==> config.mk <==
export PLATFORM = sky130hd
export DESIGN_NAME = coupler_ctrl
export DESIGN_NICKNAME = d
export VERILOG_FILES = /design/src/coupler_pkg.sv /design/src/coupler_ctrl.sv
export VERILOG_INCLUDE_DIRS = /design/src
export SDC_FILE = /design/constraint.sdc
export NUM_CORES = 1
export LEC_CHECK = 0
export BUFFER_PORTS_ARGS = -buffer_cell sky130_fd_sc_hd__clkbuf_2
export CAP_MARGIN = 30
export CORE_MARGIN = 10
export CORE_UTILIZATION = 50
export CTS_BUF_LIST = sky130_fd_sc_hd__clkbuf_4 sky130_fd_sc_hd__clkbuf_8 sky130_fd_sc_hd__clkbuf_16
export DETAILED_ROUTE_END_ITERATION = 10
export PLACE_DENSITY = 0.76
export SETUP_SLACK_MARGIN = 0.05
export SYNTH_ARGS = -nofsm -noshare
export SYNTH_HDL_FRONTEND = slang
export SYNTH_SLANG_ARGS = --single-unit
export TNS_END_PERCENT = 100
==> constraint.sdc <==
create_clock -name clk -period 1.9 [get_ports clk]
set_input_delay 0.57 -clock clk [delete_from_list [all_inputs] [get_ports clk]]
set_output_delay 0.57 -clock clk [all_outputs]
set_load 0.1 [all_outputs]
==> src/coupler_defs.svh <==
// Timing counts, configuration encodings and reset values of the coupler control block
`ifndef COUPLER_DEFS_SVH
`define COUPLER_DEFS_SVH

`define CLK_FREQ_HZ 20000000
`define DEBOUNCE_TIME_NS 50000
`define DEBOUNCE_CYCLES ((`DEBOUNCE_TIME_NS * (`CLK_FREQ_HZ / 1000000) + 999) / 1000)
`define SEQ_STEP_TIME_NS 1000
`define SEQ_STEP_CYCLES ((`SEQ_STEP_TIME_NS * (`CLK_FREQ_HZ / 1000000)) / 1000)
`define CFG_RESET_SUPPLY_5V 1'b1
`define CFG_RESET_CLOCK_SEL 2'h0
`define CLKSEL_SYNC 2'h0
`define CLKSEL_DIV4 2'h1
`define CLKSEL_DIV2 2'h3
`define CLKSEL_DIV1 2'h2
`define SEQ_LAST_STEP 3'h5

`endif

==> src/coupler_pkg.sv <==
// Types shared by the coupler control block
package coupler_pkg;

    typedef struct packed {
        logic supply_5v;
        logic [1:0] clock_sel;
    } config_type;

    typedef enum logic [2:0] {
        MODE_STANDBY = 3'h0,
        MODE_PROGRAM = 3'h1,
        MODE_ACTIVE = 3'h2,
        MODE_TRANSACTION = 3'h3,
        MODE_IDLE = 3'h4
    } mode_type;

    typedef struct packed {
        logic supply_en;
        logic serial_en;
        logic clock_en;
        logic aux_en;
        logic reset_en;
    } card_enables_type;

endpackage
==> src/coupler_ctrl.sv <==
// Programming, status, card detect and card line control of a smartcard coupler
`timescale 1ns/100ps
`include "coupler_defs.svh"

module coupler_ctrl
(
    input wire logic clk,
    input wire logic rst,
    input wire logic clk_en,
    input wire logic chip_select_n,
    input wire logic power_on_request,
    input wire logic ready_mode_line_in,
    output logic ready_mode_line_out,
    output logic ready_mode_line_oe,
    output logic wakeup_int_n,
    input wire logic host_reset_in,
    input wire logic host_serial_in,
    output logic host_serial_out,
    output logic host_serial_oe,
    input wire logic host_aux8_line_in,
    output logic host_aux8_line_out,
    output logic host_aux8_line_oe,
    input wire logic card_serial_line_in,
    output logic card_serial_line_out,
    output logic card_serial_line_oe,
    input wire logic card_aux8_line_in,
    output logic card_aux8_line_out,
    output logic card_aux8_line_oe,
    output logic card_reset_out,
    input wire logic sync_clock_in,
    input wire logic async_clock_in,
    output logic card_clock_out,
    input wire logic card_detect_switch,
    input wire logic detect_polarity_select,
    input wire logic battery_ok,
    input wire logic supply_in_range,
    input wire logic converter_ok,
    output logic converter_enable,
    output coupler_pkg::config_type card_config,
    output coupler_pkg::card_enables_type card_enables,
    output coupler_pkg::mode_type op_mode
);
    import coupler_pkg::*;

    // =====================================================
    // Input synchronisers and edge detection
    logic [1:0] cs_sync_reg, cs_sync_next;
    logic [1:0] pwr_sync_reg, pwr_sync_next;
    logic cs_prev_reg, cs_prev_next;
    logic pwr_prev_reg, pwr_prev_next;
    logic cs_n, pwr, cs_rise, cs_fall, pwr_rise, pwr_fall;

    always_comb
    begin
        cs_sync_next = {cs_sync_reg[0], chip_select_n};
        pwr_sync_next = {pwr_sync_reg[0], power_on_request};
        cs_prev_next = cs_sync_reg[1];
        pwr_prev_next = pwr_sync_reg[1];
    end

    always_ff @(posedge clk)
    begin
        if (rst)
        begin
            cs_sync_reg <= 2'h3;
            pwr_sync_reg <= 2'h0;
            cs_prev_reg <= 1'b1;
            pwr_prev_reg <= 1'b0;
        end
        else if (clk_en)
        begin
            cs_sync_reg <= cs_sync_next;
            pwr_sync_reg <= pwr_sync_next;
            cs_prev_reg <= cs_prev_next;
            pwr_prev_reg <= pwr_prev_next;
        end
    end

    assign cs_n = cs_sync_reg[1];
    assign pwr = pwr_sync_reg[1];
    assign cs_rise = cs_n && !cs_prev_reg;
    assign cs_fall = !cs_n && cs_prev_reg;
    assign pwr_rise = pwr && !pwr_prev_reg;
    assign pwr_fall = !pwr && pwr_prev_reg;

    // =====================================================
    // Card detect debounce and wake-up
    logic presence_raw;
    logic presence_reg, presence_next;
    logic [10:0] deb_cnt_reg, deb_cnt_next;
    logic int_n_reg, int_n_next;

    assign presence_raw = detect_polarity_select ? !card_detect_switch : card_detect_switch;

    always_comb
    begin
        presence_next = presence_reg;
        deb_cnt_next = 11'h000;
        int_n_next = int_n_reg;
        if (cs_rise || pwr_rise)
            int_n_next = 1'b1;
        if (presence_raw != presence_reg)
        begin
            deb_cnt_next = deb_cnt_reg + 11'h001;
            if (deb_cnt_reg == 11'(`DEBOUNCE_CYCLES - 1))
            begin
                presence_next = presence_raw;
                deb_cnt_next = 11'h000;
                int_n_next = 1'b0;
            end
        end
    end

    always_ff @(posedge clk)
    begin
        if (rst)
        begin
            presence_reg <= 1'b0;
            deb_cnt_reg <= 11'h000;
            int_n_reg <= 1'b1;
        end
        else if (clk_en && battery_ok)
        begin
            presence_reg <= presence_next;
            deb_cnt_reg <= deb_cnt_next;
            int_n_reg <= int_n_next;
        end
    end

    assign wakeup_int_n = int_n_reg;

    // =====================================================
    // Modes, configuration capture and power sequencer
    mode_type mode_reg, mode_next;
    config_type cfg_reg, cfg_next;
    logic [2:0] step_reg, step_next;
    logic [4:0] tick_reg, tick_next;
    logic serial_hold_reg, serial_hold_next;
    logic aux_hold_reg, aux_hold_next;
    logic rst_hold_reg, rst_hold_next;
    logic powered;

    function automatic logic [1:0] decode_clock(input logic rst_lvl, input logic io_lvl);
        decode_clock = {rst_lvl, io_lvl};
    endfunction

    assign powered = (mode_reg == MODE_TRANSACTION) || (mode_reg == MODE_IDLE);

    always_comb
    begin
        mode_next = mode_reg;
        cfg_next = cfg_reg;
        step_next = step_reg;
        tick_next = tick_reg;
        serial_hold_next = serial_hold_reg;
        aux_hold_next = aux_hold_reg;
        rst_hold_next = rst_hold_reg;
        if (!cs_n && !host_serial_oe)
            serial_hold_next = host_serial_in;
        if (!cs_n && !host_aux8_line_oe)
            aux_hold_next = host_aux8_line_in;
        if (!cs_n)
            rst_hold_next = host_reset_in;
        unique case (mode_reg)
            MODE_STANDBY:
                if (cs_fall)
                    mode_next = ready_mode_line_in ? MODE_ACTIVE : MODE_PROGRAM;
            MODE_PROGRAM:
                if (cs_rise)
                begin
                    cfg_next.supply_5v = pwr;
                    cfg_next.clock_sel = decode_clock(host_reset_in, host_serial_in);
                    mode_next = MODE_STANDBY;
                end
            MODE_ACTIVE:
                if (cs_rise)
                    mode_next = MODE_STANDBY;
                else if (pwr_rise && presence_reg)
                begin
                    mode_next = MODE_TRANSACTION;
                    tick_next = 5'h00;
                end
            MODE_TRANSACTION, MODE_IDLE:
            begin
                if (cs_rise)
                    mode_next = MODE_IDLE;
                else if (cs_fall)
                    mode_next = MODE_TRANSACTION;
                if ((pwr_fall && !cs_n) || !presence_reg || !converter_ok)
                    mode_next = MODE_ACTIVE;
            end
            default:
                mode_next = MODE_STANDBY;
        endcase
        // Step through the card lines one at a time while the battery is good, up in powered modes and down otherwise
        if (tick_reg != 5'(`SEQ_STEP_CYCLES - 1))
            tick_next = tick_reg + 5'h01;
        else
        begin
            tick_next = 5'h00;
            if (powered && step_reg != `SEQ_LAST_STEP && (step_reg != 3'h0 || supply_in_range))
                step_next = step_reg + 3'h1;
            else if (!powered && step_reg != 3'h0)
                step_next = step_reg - 3'h1;
        end
    end

    always_ff @(posedge clk)
    begin
        if (rst)
        begin
            mode_reg <= MODE_STANDBY;
            cfg_reg <= '{supply_5v: `CFG_RESET_SUPPLY_5V, clock_sel: `CFG_RESET_CLOCK_SEL};
            step_reg <= 3'h0;
            tick_reg <= 5'h00;
            serial_hold_reg <= 1'b1;
            aux_hold_reg <= 1'b1;
            rst_hold_reg <= 1'b0;
        end
        else if (clk_en)
        begin
            if (!battery_ok)
            begin
                mode_reg <= MODE_STANDBY;
                step_reg <= 3'h0;
            end
            else
            begin
                mode_reg <= mode_next;
                cfg_reg <= cfg_next;
                step_reg <= step_next;
            end
            tick_reg <= tick_next;
            serial_hold_reg <= serial_hold_next;
            aux_hold_reg <= aux_hold_next;
            rst_hold_reg <= rst_hold_next;
        end
    end

    assign op_mode = mode_reg;
    assign card_config = cfg_reg;
    assign converter_enable = powered;
    assign card_enables.supply_en = step_reg != 3'h0;
    assign card_enables.serial_en = step_reg >= 3'h2;
    assign card_enables.clock_en = step_reg >= 3'h3;
    assign card_enables.aux_en = step_reg >= 3'h4;
    assign card_enables.reset_en = step_reg >= 3'h5;

    // =====================================================
    // Status on the ready/mode line
    assign ready_mode_line_oe = !cs_n && (mode_reg == MODE_ACTIVE || powered);
    assign ready_mode_line_out = pwr ? (converter_ok && supply_in_range) : presence_reg;

    // =====================================================
    // Line translation; a host line that the device itself pulls low is never read back into the hold
    logic serial_lines_up, aux_lines_up;
    assign serial_lines_up = card_enables.serial_en && mode_reg == MODE_TRANSACTION;
    assign aux_lines_up = card_enables.aux_en && mode_reg == MODE_TRANSACTION;
    assign card_serial_line_out = serial_hold_reg;
    assign card_serial_line_oe = card_enables.serial_en && !serial_hold_reg;
    assign host_serial_out = card_serial_line_in;
    assign host_serial_oe = serial_lines_up && !card_serial_line_in && serial_hold_reg && !cs_n;
    assign card_aux8_line_out = aux_hold_reg;
    assign card_aux8_line_oe = card_enables.aux_en && !aux_hold_reg;
    assign host_aux8_line_out = card_aux8_line_in;
    assign host_aux8_line_oe = aux_lines_up && !card_aux8_line_in && aux_hold_reg && !cs_n;
    assign card_reset_out = card_enables.reset_en && rst_hold_reg;

    // =====================================================
    // Glitch-free card clock selection
    // A gate that moves only while source and output are low keeps every card clock phase whole
    logic [1:0] div_reg, div_next;
    logic clk_out_reg, clk_out_next, gate_reg, gate_next, async_prev_reg, async_prev_next;
    logic [1:0] active_sel_reg, active_sel_next;
    logic src_level;

    always_comb
    begin
        async_prev_next = async_clock_in;
        div_next = (async_clock_in && !async_prev_reg) ? div_reg + 2'h1 : div_reg;
        unique case (active_sel_reg)
            `CLKSEL_SYNC: src_level = sync_clock_in;
            `CLKSEL_DIV4: src_level = div_reg[1];
            `CLKSEL_DIV2: src_level = div_reg[0];
            `CLKSEL_DIV1: src_level = async_clock_in;
        endcase
        active_sel_next = active_sel_reg;
        clk_out_next = gate_reg && src_level;
        gate_next = (clk_out_reg || src_level) ? gate_reg : (card_enables.clock_en && active_sel_reg == cfg_reg.clock_sel);
        if (active_sel_reg != cfg_reg.clock_sel && !clk_out_reg && !src_level)
        begin
            active_sel_next = cfg_reg.clock_sel;
            clk_out_next = 1'b0;
        end
    end

    always_ff @(posedge clk)
    begin
        if (rst)
        begin
            div_reg <= 2'h0;
            clk_out_reg <= 1'b0;
            active_sel_reg <= `CFG_RESET_CLOCK_SEL;
            gate_reg <= 1'b0;
            async_prev_reg <= 1'b0;
        end
        else if (clk_en)
        begin
            div_reg <= div_next;
            clk_out_reg <= clk_out_next;
            active_sel_reg <= active_sel_next;
            gate_reg <= gate_next;
            async_prev_reg <= async_prev_next;
        end
    end

    assign card_clock_out = clk_out_reg;

endmodule

==> metrics <==
CTS tree=done; FFs w/ async S/R, synth=0; P&R area growth vs syn=48.0%; die width=87.5 um; final setup fails=6; critical path type=reg2out; # diodes=0; most common cell after layout, fill and taps aside=dfxtp_1; initial antenna violation count=0; initial core utilization=0.520; Site Rows=24; grt ovf=0; Synth warnings=0; Post-Syn Area per Cell=8.44 um^2; Core Util, Final=0.769; slew margin rel.=0.634; setup TNS=-712 ps; post-DR wirelength/cell=15.6 um; failing checks=setup timing; Synth Flop Type=dfxtp_1; WL final=6.15 mm; num ports=between 40 and 50; vias in the first global route=2226; worst r2r src=op_mode[0]$_SDFFE_PP0P_; min Tclk post-route=2120 ps; Final Net Count=363; worst r2r path cells=5; core area=4380 um^2; Tot GR Track Use=0.158; post-route ant nets=0; crit path capture type=output port; placed standard-cell area=3040 um^2; CP Max Fanout=3; Post-route DRC=0; root buffer cell=clkbuf_8; PortBufs=42; final instance area=3370 um^2; Seq/Total Area, Yosys=0.378; Final GP Congestion=0.829; required time of the critical path=around 1300 ps; RSZ-0062 raised after global routing=yes; CP Launch Type=flop; max FFs per register=11; DP Wirelength=4.42 mm; largest net degree at the start of global routing=16; most frequent cells in the layout=dfxtp_1 (34), nor2_1 (33), buf_4 (33), clkbuf_2 (25), nand2_1 (18); Fmax=472 MHz; count of different cell masters after synthesis=55; Post-Syn Area=2280 um^2; R2R Path End=step_reg[1]$_SDFFE_PP0P_; P_leak=0.00136 uW; min-delay src=cs_sync_reg[0]$_SDFFE_PP1P_; max-cap violation count=0; H-tree depth=2; Fin Clk Skew=a little over 10 ps; clk slew on worst S/H paths=around 90 ps; Power Density=about 560 nW/um^2; Slew Limit Fails=0; CTS Buf Count=5; Mapped Cells=270; vias per cell=5.57; final-layout fill cell count=271; worst hold endpoint=cs_sync_reg[1]$_SDFFE_PP1P_; final number of hold-violating endpoints=0; DIE AREA=7660 um^2; worst hold stages=1; Post-synth EDFFs=0; Syn Nets=291; via count=2201; First-pass DRT Iterations=4; synthesized flop and latch total=43; CTS Hold Buffers Added=0; DRT iter0 DRCs=88; Final WS setup=-217 ps; VDD IR max=approximately 0.00047 V; Die Ht=around 88 um; period utilization=1.11; wire length of the first global-routing pass=10.0 mm; overall power=1900 uW; Hold Crit Class=reg2reg; fraction of layout instances using a drive strength above 1=0.399; status=finished, violations left; r2r setup slk=-40 ps; worst slew pin tran=551 ps; CTS Buffer Depth=2; Data arrival, critical path=1550 ps; Worst-Skew Late Latency=290 ps; # clock sinks=43
## synth_stat cells (all sizes together) (2+ instances only)
cell type	n	share of area
nand3b	2	0.0082
a211o	5	0.019
nand2	21	0.035
a21boi	2	0.0082
a21oi	12	0.026
nor3b	4	0.013
buf	7	0.018
or3	4	0.011
ha	2	0.011
clkbuf	9	0.015
xor2	10	0.038
nand2b	10	0.027
inv	7	0.012
o31ai	4	0.018
o22ai	2	0.0055
nand3	5	0.011
nor2	36	0.059
nor4	4	0.014
and2	3	0.0082
a221oi	2	0.010
dfxtp	43	0.38
xnor2	8	0.031
mux2i	10	0.044
a211oi	3	0.0099
nor2b	11	0.030
and3	2	0.0055
o21ai	7	0.015
nand4	7	0.019
nor3	9	0.020
o21bai	2	0.0066
## per-layer routing
layer	wire length [um]	part of all wire	vias to the layer above	track usage
li1	-	-	1087	-
met1	2650	0.43	1049	0.185
met2	3050	0.50	50	0.266
met3	316	0.051	15	0.0459
met4	138	0.022	0	0.0623
met5	0	0	-	0
## power breakdown
part           total, uW  switching, uW  leakage [uW]  internal (uW)
clock network        686            313     0.0000594            373
logic                279            163      0.000952            116
registers            940           22.7      0.000353            917
total               1900            499       0.00136           1410
## kinds of logic (layout without fill, tap and decap cells)
group,Yosys count,count (layout),synth area share
adder cells (fa/ha/maj),3,3,0.0198
XOR/XNOR,18,18,0.0692
multiplexers,12,12,0.0588
buffers and inverters,23,96,0.0439
flip-flops,43,43,0.378
AND/OR/NAND/NOR,123,123,0.280
AO/OA/AOI/OAI,48,48,0.151
## worst max-delay path by stage
| stage | startpoint | endpoint | slack [ps] | cells past startpoint |
|---|---|---|---|---|
| 3_5_place_dp | supply_in_range | step_reg[1]$_SDFFE_PP0P_ | -230 | 7 |
| 5_1_grt | op_mode[0]$_SDFFE_PP0P_ | ready_mode_line_oe | -260 | 4 |
| 4_1_cts | op_mode[2]$_SDFFE_PP0P_ | host_aux8_line_oe | -210 | 4 |
| 2_1_floorplan | op_mode[1]$_SDFFE_PP0P_ | host_serial_oe | -520 | 3 |
| 6_report | op_mode[0]$_SDFFE_PP0P_ | ready_mode_line_oe | -220 | 4 |
| 3_3_place_gp | supply_in_range | step_reg[1]$_SDFFE_PP0P_ | -190 | 7 |
## per-stage QoR
step           setup WS [ps]  hold slack (ps)  cells
3_5_place_dp            -233              446    377
5_1_grt                 -255              480    395
6_report                -217              469    395
4_1_cts                 -210              470    392
3_3_place_gp            -188              441    377
2_1_floorplan           -516              431    270
## critical path: stages (launching register included)
cell     delay, ps
dfxtp_4        370
or3b_4         410
buf_6          140
a21oi_4        140
buf_12         190
## layout make-up
type,instances,area [um^2],share of cell area
Tap cell,52,65.1,0.0193
Clock buffer,7,108,0.0319
Timing Repair Buffer,81,785,0.233
Inverter,7,26.3,0.00779
Sequential cell,43,885,0.262
Multi-Input combinational cell,204,1500,0.445
Clock inverter,1,5.00,0.00148
## what timing repair did
| item | in CTS | in global routing |
|---|---|---|
| setup endpoints to repair | 10 | 22 |
| pin swaps | 4 | 4 |
| setup buffers | 7 | 3 |
| resized for setup | 16 | 19 |
No activity file was read; power rests on OpenSTA's default activity.
